`config.mk`:
```
export PLATFORM = sky130hd
export DESIGN_NAME = tgp_gpio
export DESIGN_NICKNAME = d
export VERILOG_FILES = /design/src/hw/tgp_pkg.sv /design/src/hw/tgp_gpio.sv
export SDC_FILE = /design/constraint.sdc
export NUM_CORES = 1
export LEC_CHECK = 0
export BUFFER_PORTS_ARGS = -buffer_cell sky130_fd_sc_hd__buf_2
export CAP_MARGIN = 20
export CORE_UTILIZATION = 51
export CTS_BUF_LIST = sky130_fd_sc_hd__clkbuf_16
export CTS_CLUSTER_SIZE = 16
export DETAILED_ROUTE_END_ITERATION = 8
export PLACE_DENSITY = 0.81
export SYNTH_ARGS = -nofsm -noshare
export SYNTH_HDL_FRONTEND = slang
export SYNTH_SLANG_ARGS = --single-unit
```
`constraint.sdc`:
```
create_clock -name core_clk_i -period 2.7 [get_ports core_clk_i]
set_input_delay 0.135 -clock core_clk_i [delete_from_list [all_inputs] [get_ports core_clk_i]]
set_output_delay 0.135 -clock core_clk_i [all_outputs]
set_load 0.02 [all_outputs]
```
`src/hw/tgp_pkg.sv`:
```
`default_nettype none
package tgp_pkg;

  // ****************************************************************
  // Register indexes; byte address is four times the index.
  // ****************************************************************
  localparam logic [9:0] IDX_PORT_A_DATA = 10'h005;
  localparam logic [9:0] IDX_PORT_B_DATA = 10'h006;
  localparam logic [9:0] IDX_PORT_C_DATA = 10'h007;
  localparam logic [9:0] IDX_INTERRUPT_CONTROL = 10'h00b;
  localparam logic [9:0] IDX_OPTION_CONTROL = 10'h081;
  localparam logic [9:0] IDX_PORT_A_DIRECTION = 10'h085;
  localparam logic [9:0] IDX_PORT_B_DIRECTION = 10'h086;
  localparam logic [9:0] IDX_PORT_C_DIRECTION = 10'h087;
  localparam logic [9:0] IDX_ANALOG_PIN_CONFIG = 10'h09f;

  // ****************************************************************
  // Field positions and widths.
  // ****************************************************************
  localparam int PULLUP_DISABLE_N_BIT = 7;
  localparam int PORT_CHANGE_FLAG_BIT = 0;
  localparam int PORT_A_WIDTH = 6;
  localparam int TIMER_CLK_BIT = 4;
  localparam int SLAVE_SEL_BIT = 5;
  localparam int VREF_BIT = 3;
  localparam int PROG_CLK_BIT = 6;
  localparam int PROG_DATA_BIT = 7;
  localparam int EXT_INT_BIT = 0;

  // ****************************************************************
  // Values after reset.
  // ****************************************************************
  localparam logic [7:0] RST_OPTION_CONTROL = 8'hff;
  localparam logic [5:0] RST_PORT_A_DIRECTION = 6'h3f;
  localparam logic [7:0] RST_PORT_B_DIRECTION = 8'hff;
  localparam logic [7:0] RST_PORT_C_DIRECTION = 8'hff;
  localparam logic [2:0] RST_ANALOG_PIN_CONFIG = 3'h0;
  localparam logic [7:0] RST_PORT_DATA = 8'h00;

  // ****************************************************************
  // AXI4-Lite responses.
  // ****************************************************************
  localparam logic [1:0] RESP_OKAY = 2'h0;
  localparam logic [1:0] RESP_SLVERR = 2'h2;

  typedef struct packed {
    logic [7:0] out;
    logic [7:0] oe_n;
  } tgp_drive_s;

  typedef enum logic [1:0] {
    TGP_W_IDLE,
    TGP_W_RESP
  } tgp_wstate_e;

endpackage : tgp_pkg
`default_nettype wire

```
`src/hw/tgp_gpio.sv`:
```
// What this block does
// - Port B: eight pins, dir one input.
// - Port C: eight pins, same direction encoding.
// - Port A six bits, upper two read zero.
// - Option bit 7 low enables B pull-ups.
// - Pull-up off on any output pin.
// - Pull-ups disabled after power-on reset.
// - Only input pins B7..B4 compared.
// - Compare pins against reference latched on read.
// - ORed mismatch sets change flag, control bit0.
// - Change flag can wake from sleep.
// - Port B read or write refreshes reference.
// - Mismatch keeps setting flag; clear after access.
// - B0 external interrupt; all B pull-ups.
// - B6 programming clock, B7 programming data.
// - A4 timer clock input, open-drain output.
// - A5 slave select and analog input.
// - A3 I/O, analog or reference; A0-A2 I/O or analog.
// - Enabled peripheral overrides port C direction.
// - Port A read pins, write loads latch.
// - After reset A analog pins read zero.
// - Analog config bits pick digital or analog.
//
// Added by the designer: register access over AXI4-Lite.
`default_nettype none
module tgp_gpio (
  input wire logic core_clk_i,
  input wire logic arst_n_i,
  input wire logic [11:0] s_axi_awaddr_i,
  input wire logic s_axi_awvalid_i,
  output logic s_axi_awready_o,
  input wire logic [31:0] s_axi_wdata_i,
  input wire logic [3:0] s_axi_wstrb_i,
  input wire logic s_axi_wvalid_i,
  output logic s_axi_wready_o,
  output logic [1:0] s_axi_bresp_o,
  output logic s_axi_bvalid_o,
  input wire logic s_axi_bready_i,
  input wire logic [11:0] s_axi_araddr_i,
  input wire logic s_axi_arvalid_i,
  output logic s_axi_arready_o,
  output logic [31:0] s_axi_rdata_o,
  output logic [1:0] s_axi_rresp_o,
  output logic s_axi_rvalid_o,
  input wire logic s_axi_rready_i,
  input wire logic [5:0] pa_pin_i,
  output logic [5:0] pa_out_o,
  output logic [5:0] pa_oe_n_o,
  input wire logic [7:0] pb_pin_i,
  output tgp_pkg::tgp_drive_s pb_drive_o,
  output logic [7:0] pb_pullup_o,
  input wire logic [7:0] pc_pin_i,
  output tgp_pkg::tgp_drive_s pc_drive_o,
  input wire logic [7:0] pc_periph_en_i,
  input wire logic [7:0] pc_periph_dir_i,
  input wire logic [7:0] pc_periph_out_i,
  input wire logic prog_mode_i,
  output logic prog_clk_o,
  output logic prog_data_o,
  output logic ext_int_o,
  output logic timer_ext_clock_in_o,
  output logic slave_select_o,
  output logic [5:0] analog_sel_o,
  output logic vref_sel_o,
  output logic port_change_flag_o
);

  // ****************************************************************
  // Registers.
  // ****************************************************************
  logic [5:0] port_a_data;
  logic [7:0] port_b_data;
  logic [7:0] port_c_data;
  logic [5:0] port_a_direction;
  logic [7:0] port_b_direction;
  logic [7:0] port_c_direction;
  logic [7:0] option_control;
  logic [2:0] analog_pin_config;
  logic [3:0] change_ref;

  // ****************************************************************
  // Bus slave state.
  // ****************************************************************
  tgp_pkg::tgp_wstate_e wstate;
  logic aw_full;
  logic w_full;
  logic [9:0] aw_idx;
  logic [31:0] w_data;
  logic [3:0] w_strb;
  logic commit;
  logic wr_lane0;
  logic ar_take;
  logic [9:0] ar_idx;
  logic [31:0] next_rdata;
  logic next_rerr;
  logic [5:0] analog_mask;
  logic vref_on;
  logic mismatch;
  logic [7:0] pc_dir_eff;
  logic [7:0] pc_out_eff;
  logic [7:0] pb_oe_n_eff;

  // ****************************************************************
  // Write channel: address and data taken in either order.
  // ****************************************************************
  assign commit = aw_full && w_full && (wstate == tgp_pkg::TGP_W_IDLE);
  assign wr_lane0 = commit && w_strb[0];

  always_ff @(posedge core_clk_i or negedge arst_n_i)
  begin
    if (!arst_n_i)
    begin
      aw_full <= 1'b0;
      aw_idx <= 10'h000;
      s_axi_awready_o <= 1'b0;
    end
    else if (s_axi_awvalid_i && s_axi_awready_o)
    begin
      aw_full <= 1'b1;
      aw_idx <= s_axi_awaddr_i[11:2];
      s_axi_awready_o <= 1'b0;
    end
    else
    begin
      if (commit)
      begin
        aw_full <= 1'b0;
      end
      s_axi_awready_o <= !aw_full && (wstate == tgp_pkg::TGP_W_IDLE);
    end
  end

  always_ff @(posedge core_clk_i or negedge arst_n_i)
  begin
    if (!arst_n_i)
    begin
      w_full <= 1'b0;
      w_data <= 32'h0000_0000;
      w_strb <= 4'h0;
      s_axi_wready_o <= 1'b0;
    end
    else if (s_axi_wvalid_i && s_axi_wready_o)
    begin
      w_full <= 1'b1;
      w_data <= s_axi_wdata_i;
      w_strb <= s_axi_wstrb_i;
      s_axi_wready_o <= 1'b0;
    end
    else
    begin
      if (commit)
      begin
        w_full <= 1'b0;
      end
      s_axi_wready_o <= !w_full && (wstate == tgp_pkg::TGP_W_IDLE);
    end
  end

  always_ff @(posedge core_clk_i or negedge arst_n_i)
  begin
    if (!arst_n_i)
    begin
      wstate <= tgp_pkg::TGP_W_IDLE;
      s_axi_bvalid_o <= 1'b0;
      s_axi_bresp_o <= tgp_pkg::RESP_OKAY;
    end
    else
    begin
      case (wstate)
        tgp_pkg::TGP_W_IDLE:
        begin
          if (commit)
          begin
            wstate <= tgp_pkg::TGP_W_RESP;
            s_axi_bvalid_o <= 1'b1;
            s_axi_bresp_o <= index_known(aw_idx) ? tgp_pkg::RESP_OKAY : tgp_pkg::RESP_SLVERR;
          end
        end
        tgp_pkg::TGP_W_RESP:
        begin
          if (s_axi_bready_i)
          begin
            wstate <= tgp_pkg::TGP_W_IDLE;
            s_axi_bvalid_o <= 1'b0;
          end
        end
        default:
        begin
          wstate <= tgp_pkg::TGP_W_IDLE;
          s_axi_bvalid_o <= 1'b0;
        end
      endcase
    end
  end

  function automatic logic index_known(input logic [9:0] idx);
    case (idx)
      tgp_pkg::IDX_PORT_A_DATA, tgp_pkg::IDX_PORT_B_DATA, tgp_pkg::IDX_PORT_C_DATA,
      tgp_pkg::IDX_INTERRUPT_CONTROL, tgp_pkg::IDX_OPTION_CONTROL,
      tgp_pkg::IDX_PORT_A_DIRECTION, tgp_pkg::IDX_PORT_B_DIRECTION,
      tgp_pkg::IDX_PORT_C_DIRECTION, tgp_pkg::IDX_ANALOG_PIN_CONFIG: index_known = 1'b1;
      default: index_known = 1'b0;
    endcase
  endfunction : index_known

  // ****************************************************************
  // Read channel: one cycle from address to data.
  // ****************************************************************
  assign ar_take = s_axi_arvalid_i && s_axi_arready_o;
  assign ar_idx = s_axi_araddr_i[11:2];

  always_comb
  begin
    next_rdata = 32'h0000_0000;
    next_rerr = 1'b0;
    case (ar_idx)
      tgp_pkg::IDX_PORT_A_DATA: next_rdata[5:0] = pa_pin_i & ~analog_mask;
      tgp_pkg::IDX_PORT_B_DATA: next_rdata[7:0] = pb_pin_i;
      tgp_pkg::IDX_PORT_C_DATA: next_rdata[7:0] = pc_pin_i;
      tgp_pkg::IDX_INTERRUPT_CONTROL: next_rdata[tgp_pkg::PORT_CHANGE_FLAG_BIT] = port_change_flag_o;
      tgp_pkg::IDX_OPTION_CONTROL: next_rdata[7:0] = option_control;
      tgp_pkg::IDX_PORT_A_DIRECTION: next_rdata[5:0] = port_a_direction;
      tgp_pkg::IDX_PORT_B_DIRECTION: next_rdata[7:0] = port_b_direction;
      tgp_pkg::IDX_PORT_C_DIRECTION: next_rdata[7:0] = port_c_direction;
      tgp_pkg::IDX_ANALOG_PIN_CONFIG: next_rdata[2:0] = analog_pin_config;
      default: next_rerr = 1'b1;
    endcase
  end

  always_ff @(posedge core_clk_i or negedge arst_n_i)
  begin
    if (!arst_n_i)
    begin
      s_axi_arready_o <= 1'b0;
      s_axi_rvalid_o <= 1'b0;
      s_axi_rdata_o <= 32'h0000_0000;
      s_axi_rresp_o <= tgp_pkg::RESP_OKAY;
    end
    else if (ar_take)
    begin
      s_axi_arready_o <= 1'b0;
      s_axi_rvalid_o <= 1'b1;
      s_axi_rdata_o <= next_rdata;
      s_axi_rresp_o <= next_rerr ? tgp_pkg::RESP_SLVERR : tgp_pkg::RESP_OKAY;
    end
    else
    begin
      if (s_axi_rvalid_o && s_axi_rready_i)
      begin
        s_axi_rvalid_o <= 1'b0;
      end
      s_axi_arready_o <= !s_axi_rvalid_o;
    end
  end

  // ****************************************************************
  // Data latches and direction registers.
  // ****************************************************************
  always_ff @(posedge core_clk_i or negedge arst_n_i)
  begin
    if (!arst_n_i)
    begin
      port_a_data <= tgp_pkg::RST_PORT_DATA[5:0];
      port_b_data <= tgp_pkg::RST_PORT_DATA;
      port_c_data <= tgp_pkg::RST_PORT_DATA;
    end
    else if (wr_lane0)
    begin
      if (aw_idx == tgp_pkg::IDX_PORT_A_DATA)
      begin
        port_a_data <= w_data[5:0];
      end
      if (aw_idx == tgp_pkg::IDX_PORT_B_DATA)
      begin
        port_b_data <= w_data[7:0];
      end
      if (aw_idx == tgp_pkg::IDX_PORT_C_DATA)
      begin
        port_c_data <= w_data[7:0];
      end
    end
  end

  always_ff @(posedge core_clk_i or negedge arst_n_i)
  begin
    if (!arst_n_i)
    begin
      port_a_direction <= tgp_pkg::RST_PORT_A_DIRECTION;
      port_b_direction <= tgp_pkg::RST_PORT_B_DIRECTION;
      port_c_direction <= tgp_pkg::RST_PORT_C_DIRECTION;
      option_control <= tgp_pkg::RST_OPTION_CONTROL;
      analog_pin_config <= tgp_pkg::RST_ANALOG_PIN_CONFIG;
    end
    else if (wr_lane0)
    begin
      case (aw_idx)
        tgp_pkg::IDX_PORT_A_DIRECTION: port_a_direction <= w_data[5:0];
        tgp_pkg::IDX_PORT_B_DIRECTION: port_b_direction <= w_data[7:0];
        tgp_pkg::IDX_PORT_C_DIRECTION: port_c_direction <= w_data[7:0];
        tgp_pkg::IDX_OPTION_CONTROL: option_control <= w_data[7:0];
        tgp_pkg::IDX_ANALOG_PIN_CONFIG: analog_pin_config <= w_data[2:0];
        default:
        begin
        end
      endcase
    end
  end

  // ****************************************************************
  // Port B change detection.
  // ****************************************************************
  // The reference is refreshed by any port B data read or write, even a write with no byte lane set.
  assign mismatch = |((pb_pin_i[7:4] ^ change_ref) & port_b_direction[7:4]);

  always_ff @(posedge core_clk_i or negedge arst_n_i)
  begin
    if (!arst_n_i)
    begin
      change_ref <= 4'h0;
    end
    else if ((ar_take && ar_idx == tgp_pkg::IDX_PORT_B_DATA) ||
             (commit && aw_idx == tgp_pkg::IDX_PORT_B_DATA))
    begin
      change_ref <= pb_pin_i[7:4];
    end
  end

  // A persisting mismatch beats a software clear in the same cycle.
  always_ff @(posedge core_clk_i or negedge arst_n_i)
  begin
    if (!arst_n_i)
    begin
      port_change_flag_o <= 1'b0;
    end
    else if (mismatch)
    begin
      port_change_flag_o <= 1'b1;
    end
    else if (wr_lane0 && aw_idx == tgp_pkg::IDX_INTERRUPT_CONTROL)
    begin
      port_change_flag_o <= w_data[tgp_pkg::PORT_CHANGE_FLAG_BIT];
    end
  end

  // ****************************************************************
  // Port A analog selection.
  // ****************************************************************
  always_comb
  begin
    vref_on = analog_pin_config[0] && (analog_pin_config[2:1] != 2'h3);
    case (analog_pin_config[2:1])
      2'h0: analog_mask = 6'h2f;
      2'h1: analog_mask = 6'h03;
      2'h2: analog_mask = 6'h01;
      default: analog_mask = 6'h00;
    endcase
    if (vref_on)
    begin
      analog_mask[tgp_pkg::VREF_BIT] = 1'b1;
    end
  end

  // ****************************************************************
  // Port drivers.
  // ****************************************************************
  assign pc_dir_eff = (pc_periph_en_i & pc_periph_dir_i) | (~pc_periph_en_i & port_c_direction);
  assign pc_out_eff = (pc_periph_en_i & pc_periph_out_i) | (~pc_periph_en_i & port_c_data);

  always_comb
  begin
    pb_oe_n_eff = port_b_direction;
    if (prog_mode_i)
    begin
      pb_oe_n_eff[tgp_pkg::PROG_CLK_BIT] = 1'b1;
      pb_oe_n_eff[tgp_pkg::PROG_DATA_BIT] = 1'b1;
    end
  end

  genvar gi;
  generate
    for (gi = 0; gi < tgp_pkg::PORT_A_WIDTH; gi++)
    begin : g_pa
      always_ff @(posedge core_clk_i or negedge arst_n_i)
      begin
        if (!arst_n_i)
        begin
          pa_out_o[gi] <= 1'b0;
          pa_oe_n_o[gi] <= 1'b1;
        end
        else if (gi == tgp_pkg::TIMER_CLK_BIT)
        begin
          pa_out_o[gi] <= 1'b0;
          pa_oe_n_o[gi] <= port_a_direction[gi] | port_a_data[gi];
        end
        else
        begin
          pa_out_o[gi] <= port_a_data[gi];
          pa_oe_n_o[gi] <= port_a_direction[gi];
        end
      end
    end
  endgenerate

  always_ff @(posedge core_clk_i or negedge arst_n_i)
  begin
    if (!arst_n_i)
    begin
      pb_drive_o <= '{out: 8'h00, oe_n: 8'hff};
      pc_drive_o <= '{out: 8'h00, oe_n: 8'hff};
      pb_pullup_o <= 8'h00;
    end
    else
    begin
      pb_drive_o <= '{out: port_b_data, oe_n: pb_oe_n_eff};
      pc_drive_o <= '{out: pc_out_eff, oe_n: pc_dir_eff};
      pb_pullup_o <= {8{~option_control[tgp_pkg::PULLUP_DISABLE_N_BIT]}} & pb_oe_n_eff;
    end
  end

  // ****************************************************************
  // Alternate inputs to peripherals.
  // ****************************************************************
  always_ff @(posedge core_clk_i or negedge arst_n_i)
  begin
    if (!arst_n_i)
    begin
      ext_int_o <= 1'b0;
      prog_clk_o <= 1'b0;
      prog_data_o <= 1'b0;
      timer_ext_clock_in_o <= 1'b0;
      slave_select_o <= 1'b1;
      analog_sel_o <= 6'h00;
      vref_sel_o <= 1'b0;
    end
    else
    begin
      ext_int_o <= pb_pin_i[tgp_pkg::EXT_INT_BIT];
      prog_clk_o <= prog_mode_i & pb_pin_i[tgp_pkg::PROG_CLK_BIT];
      prog_data_o <= prog_mode_i & pb_pin_i[tgp_pkg::PROG_DATA_BIT];
      timer_ext_clock_in_o <= pa_pin_i[tgp_pkg::TIMER_CLK_BIT];
      slave_select_o <= pa_pin_i[tgp_pkg::SLAVE_SEL_BIT] | analog_mask[tgp_pkg::SLAVE_SEL_BIT];
      analog_sel_o <= analog_mask;
      vref_sel_o <= vref_on;
    end
  end

endmodule : tgp_gpio
`default_nettype wire

```
==> impl_metrics.toml <==
[outcome]
status = "finished clean"

[power_and_ir_drop]
p_clk_frac = 0.387
p_sw_mw = 1.80
seq_power_share = 0.467
combPwrFrac = 0.146
ir_drop_v = 0.000515
powerDensity_nw_per_um2 = 738
p_int_mw = 4.64
leakage_nw = 4.21
swShare = 0.279

[yosys]
async_flop_share = 1.00
ys.flop_type = "dfrtp_1"
yosysSeqAreaShare = 0.603
synth_cells = 487
yosys-top-cells-area = "dfrtp_1, dfstp_2, mux2_2"
ys_types = 61
yosys_warnings = 0
yosys.area.top_type = "dfrtp_1"
yosys.area.top_type_share = 0.393
synth_seq_cells = 157
syn-cell-area_um2 = 6630
synth_area_per_cell_um2 = 13.6
synth_edf_count = 0

[timing]
final.period_utilization = 0.944
slew_headroom = 0.487
rsz0062_at_grt = "false"
period_needed_ns = 2.55
max_freq_ghz = 0.392
fin_worst_skew_ns = 0.00868
hold_ws_ns = 0.0194
final_hold_viol_count = 0
tns_ns = 0
setup_viol = 0
drv_slew = 0
worst_pin_slew_ns = 0.759

[global_routing]
grt_pass1_vias = 4825
antenna_found_initial = 0
grt.total_usage = 0.252
overflow = 0
grt_pass1_wl_mm = 24.8
grt_max_degree = 80

[routing]
vias = 4657
avgViaCountPerCell = 5.15
ant_nets = 0
dr.first_iter.drc_count = 212
route.detailed.drc = 0
drt_pass1_iterations = 4
routed_wl_mm = 15.9
wl_per_cell_um = 17.6

[floorplan]
die_h_um = 116
rows = 41
core-area_um2 = 12600
die-area_um2 = 13500
ios = 220
initial_core_util = 0.525
die_x_um = 116

[cells_and_area]
diodes = 0
fill_cells = 930
final_cell_mix = "buf_2, dfrtp_1, mux2_2, dlygate4sd3_1, dfstp_2"
final_common_cell = "buf_2"
drive_gt1_frac = 0.504
fin_nets = 833
area_growth_pct = 31.7

[critical_path]
crit_path_start_kind = "register"
required_ns = 3.00
end_kind = "register"
arrival_ns = 2.85
crit_chain = "or4_4 > or3_1 > nor3_1 > nand2_1 > mux2_2"
cp_max_fo = 8
slowest_delay_ns = 0.56
critPathKind = "register to register"
cpMaxStageDelayCell = "or4_4"

[clock_tree]
cts_setup_buffers = 0
htreeDepth = 4
worstSkewPairLatency_ns = 0.42
cts_buffers = 17
cts-root-buf = "clkbuf_16"
cts_sinks = 157
clk_pin_slew_ns = 0.06
cts_tree = "yes"
clk_path_buf_depth = 2
post_cts_resized = 0

[placement]
port_buffers = 160
finalWeightedCongestion = 0.886
dp_hpwl_mm = 11.0

[flow_run]
maxCapViolations = 0

[min_path]
hp-class = "input port to register"
## cell families after synthesis
logic type	after synthesis	synth area share
XOR/XNOR	4	0.00529
buffers and inverters	53	0.0563
other	1	0.000566
flip-flops	157	0.603
AND/OR/NAND/NOR	111	0.0992
AO/OA/AOI/OAI	54	0.0553
multiplexers	107	0.180
## Yosys cell counts, drive strengths merged, types with 3 or more instances
master,number
o21ai,12
nand4,4
nor3b,4
nand3b,3
nand3,5
nor2,16
a22oi,3
and2,4
inv,8
a211oi,4
nand2,29
or3,6
xor2,4
buf,34
mux2i,8
or2,5
mux2,99
dfrtp,104
dfstp,53
nor3,3
and3,3
clkbuf,11
a21oi,12
nor2b,13
or4,4
## routing by layer
metal / global-route usage / part of all wire
met1: 0.306 / 0.41
met2: 0.429 / 0.51
met3: 0.0628 / 0.060
met4: 0.105 / 0.022
met5: 0 / 0
## power groups by stage
| stage | clock network (mW) | registers [mW] | logic [mW] |
|---|---|---|---|
| 6_report | 2.49 | 3.01 | 0.942 |
| 5_1_grt | 2.64 | 3.05 | 1.02 |
| 4_1_cts | 2.52 | 3.00 | 0.945 |
| 3_5_place_dp | 0 | 3.04 | 0.873 |
| 3_3_place_gp | 0 | 3.01 | 0.837 |
| 2_1_floorplan | 0 | 2.98 | 0.545 |
## flip-flops by register name, summed over array words and instances (netlist names), 3 cells and up
name / cells
pb_drive_o: 16
pc_drive_o: 16
aw_idx: 10
option_control: 8
pb_pullup_o: 8
port_b_data: 8
port_b_direction: 8
port_c_data: 8
port_c_direction: 8
s_axi_rdata_o: 8
w_data: 8
pa_oe_n_o: 6
port_a_data: 6
port_a_direction: 6
pa_out_o: 5
analog_sel_o: 4
change_ref: 4
analog_pin_config: 3
## critical path, delay by kind of cell, from the launching register on
family,cells,cell delay [ns]
muxes,1,0.39
and+or+nand+nor,4,1.66
DFF,1,0.39
## final cells by class
cell class / count / area, um2 / share of cell area
tap: 172 / 215 / 0.0247
timing repair buffer: 231 / 1510 / 0.173
clock inverter: 15 / 194 / 0.0222
clock buffer: 17 / 425 / 0.0488
inverter: 8 / 30.0 / 0.00344
sequential: 157 / 4000 / 0.458
multi-input combinational: 304 / 2360 / 0.270
## per-stage QoR
stage          setup slack, ns   util  cell area [um2]  cells  power (mW)
6_report                 0.151  0.691             8730    904        6.44
5_1_grt                 0.0441  0.691             8730    904        6.71
4_1_cts                  0.187  0.691             8730    904        6.47
3_5_place_dp             0.227  0.593             7490    810        3.91
3_3_place_gp             0.290  0.593             7490    810        3.85
2_1_floorplan            0.580      -             6730    514        3.53
## path summary, 6_finish.rpt
check / from / to / slack, ns / cells after the start
worst max-delay path: aw_idx[5] / port_b_data[2] / 0.15 / 5
worst min-delay path: pc_periph_en_i[1] / pc_drive_o[9] / 0.02 / 2
worst max register to register: aw_idx[5] / port_b_data[2] / 0.15 / 5
worst min register to register: port_a_direction[5] / pa_oe_n_o[5] / 0.37 / 0
max in group asynchronous: arst_n_i / slave_select_o / 1.57 / 3
min in group asynchronous: arst_n_i / pc_drive_o[14] / 0.30 / 2
## timing repair
item                                    4_1_cts  5_1_grt
hold buffers                                 62        0
endpoints found under the setup margin        0        0
endpoints found under the hold margin        90        0
(Power assumes the default switching activity.)
